`src/rtl/odm_pkg.sv`:
```
// Purpose: Shared types and constants for the opcode decode map block
// Assumes: One fetched byte per accepted cycle, low opcode nibbles 0 to 4
// Notes:   Lengths include the stack prefix byte where one is present
//
// Contract
// - 0x00/0x01 test direct bit 0, branch if set/clear; 3 bytes, 5 cycles
// - High nibble 1: even sets, odd clears direct bit lo/2; 2 bytes, 4 cycles
// - 0x20 branch always, 0x21 branch never; 2 bytes, 3 cycles
// - 0x90..0x93 signed branches ge, lt, gt, le; 2 bytes, 3 cycles
// - 0x84 accumulator to flags, 0x94 index to stack pointer; 1 byte, 2
// - Column A immediate 2/2, B direct 2/3, C extended 3/4
// - Column D word-indexed 3/4; prefixed D stack word offset 4/5
// - Column E byte-indexed 2/3, prefixed E stack 3/4, F indexed 1/2
// - Low nibble selects subtract, compare, subtract borrow, compare index, AND
// - Negate forms 30,40,50,60,9E60,70 with their lengths and cycles
// - Complement 33,53,63,73; shift right 54 and stack form 9E64
// - Compare-branch-equal 31 direct, 41 immediate, 61 post-increment, 9E61 stack form
// - Byte 0x9E prefixes 60, 61, 64 and high nibble D or E into stack form
// - High nibble picks column, low nibble row; length, cycles, mode follow
package odm_pkg;

  localparam logic [7:0] PREFIX_STACK  = 8'h9E;
  localparam int         OPCODE_W      = 8;

  // Table coordinates
  localparam logic [3:0] COL_BIT_BRANCH = 4'h0;
  localparam logic [3:0] COL_BIT_MANIP  = 4'h1;
  localparam logic [3:0] COL_REL        = 4'h2;
  localparam logic [3:0] COL_RMW_DIR    = 4'h3;
  localparam logic [3:0] COL_RMW_ACC    = 4'h4;
  localparam logic [3:0] COL_RMW_IDX    = 4'h5;
  localparam logic [3:0] COL_RMW_BOFS   = 4'h6;
  localparam logic [3:0] COL_RMW_NOFS   = 4'h7;
  localparam logic [3:0] COL_CTRL       = 4'h8;
  localparam logic [3:0] COL_CTRL_B     = 4'h9;
  localparam logic [3:0] COL_IMMED      = 4'hA;
  localparam logic [3:0] COL_DIR        = 4'hB;
  localparam logic [3:0] COL_EXTND      = 4'hC;
  localparam logic [3:0] COL_WORD_OFS   = 4'hD;
  localparam logic [3:0] COL_BYTE_OFS   = 4'hE;
  localparam logic [3:0] COL_NO_OFS     = 4'hF;
  localparam logic [3:0] ROW_MAX        = 4'h4;

  // Row codes with fixed meaning
  localparam logic [3:0] ROW_0 = 4'h0;
  localparam logic [3:0] ROW_1 = 4'h1;
  localparam logic [3:0] ROW_2 = 4'h2;
  localparam logic [3:0] ROW_3 = 4'h3;
  localparam logic [3:0] ROW_4 = 4'h4;

  // Instruction lengths in bytes
  localparam logic [2:0] LEN_1 = 3'h1;
  localparam logic [2:0] LEN_2 = 3'h2;
  localparam logic [2:0] LEN_3 = 3'h3;
  localparam logic [2:0] LEN_4 = 3'h4;

  // Execution cycle counts
  localparam logic [3:0] CYC_1 = 4'h1;
  localparam logic [3:0] CYC_2 = 4'h2;
  localparam logic [3:0] CYC_3 = 4'h3;
  localparam logic [3:0] CYC_4 = 4'h4;
  localparam logic [3:0] CYC_5 = 4'h5;
  localparam logic [3:0] CYC_6 = 4'h6;
  localparam logic [3:0] CYC_7 = 4'h7;
  localparam logic [3:0] CYC_9 = 4'h9;

  typedef enum logic [4:0] {
    OP_ILLEGAL,
    OP_BRANCH_IF_BIT_SET,
    OP_BRANCH_IF_BIT_CLEAR,
    OP_SET_DIRECT_BIT,
    OP_CLEAR_DIRECT_BIT,
    OP_BRANCH_ALWAYS,
    OP_BRANCH_NEVER,
    OP_BRANCH_GE_SIGNED,
    OP_BRANCH_LT_SIGNED,
    OP_BRANCH_GT_SIGNED,
    OP_BRANCH_LE_SIGNED,
    OP_ACC_TO_FLAGS,
    OP_INDEX_TO_STACK_PTR,
    OP_SUBTRACT,
    OP_COMPARE_ACC,
    OP_SUBTRACT_BORROW,
    OP_COMPARE_INDEX,
    OP_AND,
    OP_NEGATE,
    OP_COMPLEMENT,
    OP_SHIFT_RIGHT,
    OP_COMPARE_BRANCH_EQUAL,
    OP_RETURN_INTERRUPT,
    OP_RETURN_SUBROUTINE,
    OP_SOFTWARE_INTERRUPT,
    OP_DIVIDE,
    OP_NIBBLE_SWAP,
    OP_DECIMAL_ADJUST
  } odm_op_t;

  typedef enum logic [3:0] {
    MODE_INHERENT,
    MODE_IMMEDIATE,
    MODE_DIRECT,
    MODE_EXTENDED,
    MODE_RELATIVE,
    MODE_INDEXED_NO_OFFSET,
    MODE_INDEXED_BYTE_OFFSET,
    MODE_INDEXED_WORD_OFFSET,
    MODE_INDEXED_OFFSET_POSTINC,
    MODE_STACK_BYTE_OFFSET,
    MODE_STACK_WORD_OFFSET
  } odm_mode_t;

  typedef struct packed {
    odm_op_t    op;
    odm_mode_t  mode;
    logic [2:0] bit_num;
    logic [2:0] len;
    logic [3:0] cycles;
    logic       prefixed;
    logic       illegal;
  } odm_dec_t;

  localparam odm_dec_t DEC_RESET = '{
    op: OP_ILLEGAL, mode: MODE_INHERENT, bit_num: 3'h0, len: 3'h0,
    cycles: 4'h0, prefixed: 1'b0, illegal: 1'b0};

endpackage : odm_pkg

```
`src/rtl/odm_decode.sv`:
```
// Purpose: Decode fetched opcode bytes into operation, mode, length, cycles
// Assumes: fetch_byte is the first byte of an instruction or its prefix
// Notes:   One result per opcode; a stack prefix alone gives no result
`timescale 1ns/10ps

module odm_decode (
  input  wire logic            clk,
  input  wire logic            rst_b,
  input  wire logic            fetch_valid,
  input  wire logic [7:0]      fetch_byte,
  input  wire logic            flush,
  output odm_pkg::odm_dec_t    dec_q,
  output logic                 dec_valid_q,
  output logic                 prefix_pending_q
);

  // ----------------------------------------------------------------------
  // Entry builders
  // ----------------------------------------------------------------------
  function automatic odm_pkg::odm_dec_t mk(
    input odm_pkg::odm_op_t   op,
    input odm_pkg::odm_mode_t mode,
    input logic [2:0]         len,
    input logic [3:0]         cyc
  );
    odm_pkg::odm_dec_t d;
    d          = odm_pkg::DEC_RESET;
    d.op       = op;
    d.mode     = mode;
    d.len      = len;
    d.cycles   = cyc;
    d.illegal  = (op == odm_pkg::OP_ILLEGAL);
    return d;
  endfunction : mk

  // Register/memory operation chosen by row
  function automatic odm_pkg::odm_op_t rm_op(input logic [3:0] row);
    odm_pkg::odm_op_t op;
    op = odm_pkg::OP_ILLEGAL;
    case (row)
      odm_pkg::ROW_0: op = odm_pkg::OP_SUBTRACT;
      odm_pkg::ROW_1: op = odm_pkg::OP_COMPARE_ACC;
      odm_pkg::ROW_2: op = odm_pkg::OP_SUBTRACT_BORROW;
      odm_pkg::ROW_3: op = odm_pkg::OP_COMPARE_INDEX;
      odm_pkg::ROW_4: op = odm_pkg::OP_AND;
      default:        op = odm_pkg::OP_ILLEGAL;
    endcase
    return op;
  endfunction : rm_op

  // ----------------------------------------------------------------------
  // Unprefixed opcode
  // ----------------------------------------------------------------------
  function automatic odm_pkg::odm_dec_t dec_plain(input logic [7:0] opc);
    odm_pkg::odm_dec_t d;
    logic [3:0]        col;
    logic [3:0]        row;
    col = opc[7:4];
    row = opc[3:0];
    d   = mk(odm_pkg::OP_ILLEGAL, odm_pkg::MODE_INHERENT,
             odm_pkg::LEN_1, odm_pkg::CYC_1);
    if (row <= odm_pkg::ROW_MAX) begin
      case (col)
        odm_pkg::COL_BIT_BRANCH: begin
          if (row == odm_pkg::ROW_0)
            d = mk(odm_pkg::OP_BRANCH_IF_BIT_SET, odm_pkg::MODE_DIRECT,
                   odm_pkg::LEN_3, odm_pkg::CYC_5);
          else if (row == odm_pkg::ROW_1)
            d = mk(odm_pkg::OP_BRANCH_IF_BIT_CLEAR, odm_pkg::MODE_DIRECT,
                   odm_pkg::LEN_3, odm_pkg::CYC_5);
        end
        odm_pkg::COL_BIT_MANIP: begin
          d = mk(row[0] ? odm_pkg::OP_CLEAR_DIRECT_BIT
                        : odm_pkg::OP_SET_DIRECT_BIT,
                 odm_pkg::MODE_DIRECT, odm_pkg::LEN_2,
                 odm_pkg::CYC_4);
          d.bit_num = row[3:1];
        end
        odm_pkg::COL_REL: begin
          if (row == odm_pkg::ROW_0)
            d = mk(odm_pkg::OP_BRANCH_ALWAYS, odm_pkg::MODE_RELATIVE,
                   odm_pkg::LEN_2, odm_pkg::CYC_3);
          else if (row == odm_pkg::ROW_1)
            d = mk(odm_pkg::OP_BRANCH_NEVER, odm_pkg::MODE_RELATIVE,
                   odm_pkg::LEN_2, odm_pkg::CYC_3);
        end
        odm_pkg::COL_RMW_DIR: begin
          if (row == odm_pkg::ROW_0)
            d = mk(odm_pkg::OP_NEGATE, odm_pkg::MODE_DIRECT,
                   odm_pkg::LEN_2, odm_pkg::CYC_4);
          else if (row == odm_pkg::ROW_1)
            d = mk(odm_pkg::OP_COMPARE_BRANCH_EQUAL, odm_pkg::MODE_DIRECT,
                   odm_pkg::LEN_3, odm_pkg::CYC_5);
          else if (row == odm_pkg::ROW_3)
            d = mk(odm_pkg::OP_COMPLEMENT, odm_pkg::MODE_DIRECT,
                   odm_pkg::LEN_2, odm_pkg::CYC_4);
        end
        odm_pkg::COL_RMW_ACC: begin
          if (row == odm_pkg::ROW_0)
            d = mk(odm_pkg::OP_NEGATE, odm_pkg::MODE_INHERENT,
                   odm_pkg::LEN_1, odm_pkg::CYC_1);
          else if (row == odm_pkg::ROW_1)
            d = mk(odm_pkg::OP_COMPARE_BRANCH_EQUAL,
                   odm_pkg::MODE_IMMEDIATE,
                   odm_pkg::LEN_3, odm_pkg::CYC_4);
        end
        odm_pkg::COL_RMW_IDX: begin
          if (row == odm_pkg::ROW_0)
            d = mk(odm_pkg::OP_NEGATE, odm_pkg::MODE_INHERENT,
                   odm_pkg::LEN_1, odm_pkg::CYC_1);
          else if (row == odm_pkg::ROW_2)
            d = mk(odm_pkg::OP_DIVIDE, odm_pkg::MODE_INHERENT,
                   odm_pkg::LEN_1, odm_pkg::CYC_7);
          else if (row == odm_pkg::ROW_3)
            d = mk(odm_pkg::OP_COMPLEMENT, odm_pkg::MODE_INHERENT,
                   odm_pkg::LEN_1, odm_pkg::CYC_1);
          else if (row == odm_pkg::ROW_4)
            d = mk(odm_pkg::OP_SHIFT_RIGHT, odm_pkg::MODE_INHERENT,
                   odm_pkg::LEN_1, odm_pkg::CYC_1);
        end
        odm_pkg::COL_RMW_BOFS: begin
          if (row == odm_pkg::ROW_0)
            d = mk(odm_pkg::OP_NEGATE, odm_pkg::MODE_INDEXED_BYTE_OFFSET,
                   odm_pkg::LEN_2, odm_pkg::CYC_4);
          else if (row == odm_pkg::ROW_1)
            d = mk(odm_pkg::OP_COMPARE_BRANCH_EQUAL,
                   odm_pkg::MODE_INDEXED_OFFSET_POSTINC,
                   odm_pkg::LEN_3, odm_pkg::CYC_5);
          else if (row == odm_pkg::ROW_2)
            d = mk(odm_pkg::OP_NIBBLE_SWAP, odm_pkg::MODE_INHERENT,
                   odm_pkg::LEN_1, odm_pkg::CYC_3);
          else if (row == odm_pkg::ROW_3)
            d = mk(odm_pkg::OP_COMPLEMENT,
                   odm_pkg::MODE_INDEXED_BYTE_OFFSET,
                   odm_pkg::LEN_2, odm_pkg::CYC_4);
        end
        odm_pkg::COL_RMW_NOFS: begin
          if (row == odm_pkg::ROW_0)
            d = mk(odm_pkg::OP_NEGATE, odm_pkg::MODE_INDEXED_NO_OFFSET,
                   odm_pkg::LEN_1, odm_pkg::CYC_3);
          else if (row == odm_pkg::ROW_2)
            d = mk(odm_pkg::OP_DECIMAL_ADJUST, odm_pkg::MODE_INHERENT,
                   odm_pkg::LEN_1, odm_pkg::CYC_2);
          else if (row == odm_pkg::ROW_3)
            d = mk(odm_pkg::OP_COMPLEMENT, odm_pkg::MODE_INDEXED_NO_OFFSET,
                   odm_pkg::LEN_1, odm_pkg::CYC_3);
        end
        odm_pkg::COL_CTRL: begin
          if (row == odm_pkg::ROW_0)
            d = mk(odm_pkg::OP_RETURN_INTERRUPT, odm_pkg::MODE_INHERENT,
                   odm_pkg::LEN_1, odm_pkg::CYC_7);
          else if (row == odm_pkg::ROW_1)
            d = mk(odm_pkg::OP_RETURN_SUBROUTINE, odm_pkg::MODE_INHERENT,
                   odm_pkg::LEN_1, odm_pkg::CYC_4);
          else if (row == odm_pkg::ROW_3)
            d = mk(odm_pkg::OP_SOFTWARE_INTERRUPT, odm_pkg::MODE_INHERENT,
                   odm_pkg::LEN_1, odm_pkg::CYC_9);
          else if (row == odm_pkg::ROW_4)
            d = mk(odm_pkg::OP_ACC_TO_FLAGS, odm_pkg::MODE_INHERENT,
                   odm_pkg::LEN_1, odm_pkg::CYC_2);
        end
        odm_pkg::COL_CTRL_B: begin
          case (row)
            odm_pkg::ROW_0: d.op = odm_pkg::OP_BRANCH_GE_SIGNED;
            odm_pkg::ROW_1: d.op = odm_pkg::OP_BRANCH_LT_SIGNED;
            odm_pkg::ROW_2: d.op = odm_pkg::OP_BRANCH_GT_SIGNED;
            odm_pkg::ROW_3: d.op = odm_pkg::OP_BRANCH_LE_SIGNED;
            default:        d.op = odm_pkg::OP_INDEX_TO_STACK_PTR;
          endcase
          if (row == odm_pkg::ROW_4)
            d = mk(d.op, odm_pkg::MODE_INHERENT,
                   odm_pkg::LEN_1, odm_pkg::CYC_2);
          else
            d = mk(d.op, odm_pkg::MODE_RELATIVE,
                   odm_pkg::LEN_2, odm_pkg::CYC_3);
        end
        odm_pkg::COL_IMMED:
          d = mk(rm_op(row), odm_pkg::MODE_IMMEDIATE,
                 odm_pkg::LEN_2, odm_pkg::CYC_2);
        odm_pkg::COL_DIR:
          d = mk(rm_op(row), odm_pkg::MODE_DIRECT,
                 odm_pkg::LEN_2, odm_pkg::CYC_3);
        odm_pkg::COL_EXTND:
          d = mk(rm_op(row), odm_pkg::MODE_EXTENDED,
                 odm_pkg::LEN_3, odm_pkg::CYC_4);
        odm_pkg::COL_WORD_OFS:
          d = mk(rm_op(row), odm_pkg::MODE_INDEXED_WORD_OFFSET,
                 odm_pkg::LEN_3, odm_pkg::CYC_4);
        odm_pkg::COL_BYTE_OFS:
          d = mk(rm_op(row), odm_pkg::MODE_INDEXED_BYTE_OFFSET,
                 odm_pkg::LEN_2, odm_pkg::CYC_3);
        odm_pkg::COL_NO_OFS:
          d = mk(rm_op(row), odm_pkg::MODE_INDEXED_NO_OFFSET,
                 odm_pkg::LEN_1, odm_pkg::CYC_2);
        default: d = d;
      endcase
    end
    return d;
  endfunction : dec_plain

  // ----------------------------------------------------------------------
  // Opcode following the stack prefix
  // ----------------------------------------------------------------------
  function automatic odm_pkg::odm_dec_t dec_stack(input logic [7:0] opc);
    odm_pkg::odm_dec_t d;
    logic [3:0]        row;
    row = opc[3:0];
    d   = mk(odm_pkg::OP_ILLEGAL, odm_pkg::MODE_INHERENT,
             odm_pkg::LEN_1, odm_pkg::CYC_1);
    if (row <= odm_pkg::ROW_MAX) begin
      case (opc[7:4])
        odm_pkg::COL_RMW_BOFS: begin
          if (row == odm_pkg::ROW_0)
            d = mk(odm_pkg::OP_NEGATE, odm_pkg::MODE_STACK_BYTE_OFFSET,
                   odm_pkg::LEN_3, odm_pkg::CYC_5);
          else if (row == odm_pkg::ROW_1)
            d = mk(odm_pkg::OP_COMPARE_BRANCH_EQUAL,
                   odm_pkg::MODE_STACK_BYTE_OFFSET,
                   odm_pkg::LEN_4, odm_pkg::CYC_6);
          else if (row == odm_pkg::ROW_4)
            d = mk(odm_pkg::OP_SHIFT_RIGHT,
                   odm_pkg::MODE_STACK_BYTE_OFFSET,
                   odm_pkg::LEN_3, odm_pkg::CYC_5);
        end
        odm_pkg::COL_WORD_OFS:
          d = mk(rm_op(row), odm_pkg::MODE_STACK_WORD_OFFSET,
                 odm_pkg::LEN_4, odm_pkg::CYC_5);
        odm_pkg::COL_BYTE_OFS:
          d = mk(rm_op(row), odm_pkg::MODE_STACK_BYTE_OFFSET,
                 odm_pkg::LEN_3, odm_pkg::CYC_4);
        default: d = d;
      endcase
    end
    d.prefixed = 1'b1;
    return d;
  endfunction : dec_stack

  // ----------------------------------------------------------------------
  // Prefix tracking and result register
  // ----------------------------------------------------------------------
  logic               is_prefix;
  odm_pkg::odm_dec_t  dec_d;

  assign is_prefix = fetch_valid && !prefix_pending_q &&
                     (fetch_byte == odm_pkg::PREFIX_STACK);

  always_comb begin
    if (prefix_pending_q)
      dec_d = dec_stack(fetch_byte);
    else
      dec_d = dec_plain(fetch_byte);
  end

  // A flush drops a half-taken prefix so a redirected stream starts clean
  always_ff @(posedge clk or negedge rst_b) begin
    if (!rst_b) begin
      prefix_pending_q <= 1'b0;
    end else if (flush) begin
      prefix_pending_q <= 1'b0;
    end else if (fetch_valid) begin
      prefix_pending_q <= is_prefix;
    end
  end

  always_ff @(posedge clk or negedge rst_b) begin
    if (!rst_b) begin
      dec_valid_q <= 1'b0;
    end else begin
      dec_valid_q <= fetch_valid && !flush && !is_prefix;
    end
  end

  always_ff @(posedge clk or negedge rst_b) begin
    if (!rst_b) begin
      dec_q <= odm_pkg::DEC_RESET;
    end else if (fetch_valid && !flush && !is_prefix) begin
      dec_q <= dec_d;
    end
  end

endmodule : odm_decode

```
`config.mk`:
```
export PLATFORM = sky130hd
export DESIGN_NAME = odm_decode
export DESIGN_NICKNAME = d
export VERILOG_FILES = /design/src/rtl/odm_pkg.sv /design/src/rtl/odm_decode.sv
export SDC_FILE = /design/constraint.sdc
export NUM_CORES = 1
export LEC_CHECK = 0
export BUFFER_PORTS_ARGS = -buffer_cell sky130_fd_sc_hd__buf_2
export CAP_MARGIN = 0
export CORE_UTILIZATION = 30
export DETAILED_ROUTE_END_ITERATION = 8
export GPL_ROUTABILITY_DRIVEN = 0
export PLACE_DENSITY = 0.46
export SKIP_LAST_GASP = 1
export SYNTH_ARGS = -nofsm -noshare
export SYNTH_HDL_FRONTEND = slang
export SYNTH_SLANG_ARGS = --single-unit
```
`constraint.sdc`:
```
create_clock -name clk -period 1.8 [get_ports clk]
set_input_delay 0.36 -clock clk [delete_from_list [all_inputs] [get_ports clk]]
set_output_delay 0.36 -clock clk [all_outputs]
set_load 0.02 [all_outputs]
```
==> flow_summary.json <==
{
  "antenna_left": 0,
  "synth_edf_count": 0,
  "netlist_area_mm2": 0.00226,
  "grt_overflow": 0,
  "hold_buffers": 0,
  "cp_max_fo": 7,
  "cts.sinks": 23,
  "path_class": "in -> reg",
  "routed-via-count": 2752,
  "worstMarginPinSlew_ns": 0.628,
  "pin_count": 35,
  "antennaDiodeCount": 0,
  "place_ws_ns": -0.290,
  "synth-seq-area-share_pct": 25.4,
  "yosys_warnings": 0,
  "fin_skew_ns": 0.00799,
  "fp.dieArea_mm2": 0.00789,
  "cts.reportedPaths.clkPinSlew_ns": 0.09,
  "drc_errors": 0,
  "leakagePower_nw": 1.47,
  "yosys-top-cells-area": "dfrtp_1 25%, nand2_1 4.1%, buf_2 4.0%",
  "synth.most_common_cell": "nand2_1",
  "synth-seq-cells": 23,
  "r2r_cells": 7,
  "critical_path_arrival_ns": 2.01,
  "die_w_um": 88.8,
  "rsz0062_at_grt": "yes",
  "stdcell_area_mm2": 0.00333,
  "finalCritPeriodShare_pct": 101,
  "antenna_found_initial": 0,
  "cp.required_ns": 1.99,
  "end_kind": "register",
  "setup_ws_ns": -0.0194,
  "initial_utilization_pct": 31.2,
  "area_delta_synth_final_pct": 47.2,
  "cap_violations": 0,
  "relSlewSlack_pct": 57.0,
  "cts-buffers-inserted": 3,
  "hold_violations": 0,
  "final-setup-viol-count": 1,
  "fin_setup_tns_ns": -0.0194,
  "r2r_setup_slack_ns": 0.14,
  "outcome": "finished, violations left",
  "reg2reg_to": "dec_q[6]",
  "grt_pass1_wl_mm": 14.1,
  "period_needed_ns": 1.82,
  "clock_path_buffers": 2,
  "root_buffer": "clkbuf_8",
  "utilization_pct": 45.9,
  "wirelength_mm": 8.98,
  "syn_avg_cell_area_um2": 8.05,
  "syn_nets": 293,
  "reg2reg_from": "prefix_pending_q",
  "synthArstFlopShare_pct": 100,
  "hold_path_class": "in -> async",
  "via_per_inst": 5.58,
  "track_usage_pct": 23.8,
  "ys_types": 69,
  "violations": "negative setup slack",
  "placed_cell_area_mm2": 0.00317,
  "synthCells": 281,
  "fp.coreArea_mm2": 0.00725,
  "grt_pass1_vias": 2637,
  "grt_start_max_net_pins": 24,
  "drive_gt1_share_pct": 42.4,
  "yosys.area.top_type_share_pct": 25.4,
  "pwr_density_cell_mw_per_mm2": 451,
  "num_rows": 31,
  "yosysTopAreaCell": "dfrtp_1",
  "dieHeight_um": 88.8,
  "dr.pass1.iters": 4,
  "clock.fmax_mhz": 550,
  "clk_latency_ns": 0.27,
  "critPathLaunchType": "primary input",
  "ys.flop_type": "dfrtp_1",
  "drtIter0Drc": 302,
  "wl_per_cell_um": 18.2,
  "slew_violations": 0,
  "fin_nets": 407,
  "place.detailed.hpwl_mm": 7.10,
  "hold_ws_ns": 0.0531,
  "cts-htree-levels": 1,
  "synthTopCellsByCount": "25 x nand2_1, 23 x dfrtp_1, 18 x buf_2, 18 x o21ai_0, 17 x a21oi_1",
  "io_buffers": 34,
  "cts_tree": "done",
  "ir_worst_vdd_mv": 0.224
}
## sequential cells by signal (all words and copies together) (netlist names)
| register | count |
|---|---|
| dec_valid_q | 1 |
| dec_q | 21 |
| prefix_pending_q | 1 |
## through the flow
step | power [W] | instances
finish | 0.00150 | 493
global route | 0.00158 | 493
floorplan | 0.000866 | 281
CTS | 0.00148 | 489
global placement | 0.00115 | 485
detailed placement | 0.00115 | 485
## worst max path at each step
stage / depth (start not counted) / from / end
after detailed placement: 7 / fetch_byte[4] / dec_q[17]
after CTS: 6 / prefix_pending_q / dec_q[17]
after floorplan: 6 / prefix_pending_q / dec_q[12]
after global routing: 7 / fetch_byte[4] / dec_q[17]
final: 7 / fetch_byte[4] / dec_q[17]
after global placement: 9 / fetch_byte[4] / dec_q[7]
## logic make-up (layout without fill, tap and decap cells)
| group | after synthesis | in the layout | synth area share (%) |
|---|---|---|---|
| flops | 23 | 23 | 25.4 |
| xor+xnor | 3 | 3 | 1.16 |
| compound gates | 112 | 112 | 36.2 |
| fa+ha+maj | 1 | 1 | 0.442 |
| buf+inv | 39 | 152 | 9.13 |
| simple gates | 103 | 103 | 27.6 |
## worst max-delay path: stages
cell and delay, ns:
buf_2 0.14, buf_4 0.17, or4b_4 0.56, a211o_1 0.28, a21oi_1 0.28, o311ai_4 0.11, o211ai_1 0.10
## where the power goes
part,internal (W),switching [W]
clock network,0.000155,0.000180
logic,0.000276,0.000335
registers,0.000543,0.0000144
total,0.000974,0.000529
## layout by cell type, fill, tap and decap left out, types with 7 or more instances in the layout
cell type	n
nand3_1	9
nand2_1	25
inv_1	8
a31oi_1	7
buf_2	34
a21oi_1	16
o211ai_1	8
o21ai_0	18
buf_4	102
dfrtp_1	23
nor2_1	16
nand2b_1	7
## cell type report
cell class,count,area [um^2]
Sequential cell,23,576
Inverter,8,30.0
Clock inverter,1,5.00
Tap cell,99,124
Fill cell,745,3920
Timing Repair Buffer,140,1010
Clock buffer,3,41.3
Multi-Input combinational cell,219,1550
## layer usage
layer  wire length [um]  GRT usage [%]  vias to the layer above
met2               3940           37.4                      125
met5                  0              0                        -
li1                   -              -                     1322
met1               4080           32.0                     1276
met4                401           12.2                        0
met3                568           3.08                       29
## repair_timing
item | in CTS | in global routing
endpoints found under the setup margin | 1 | 10
pin swaps | 0 | 4
setup buffers | 0 | 4
gates resized for setup | 1 | 13
Note: power is estimated with default switching activity, not from simulation.
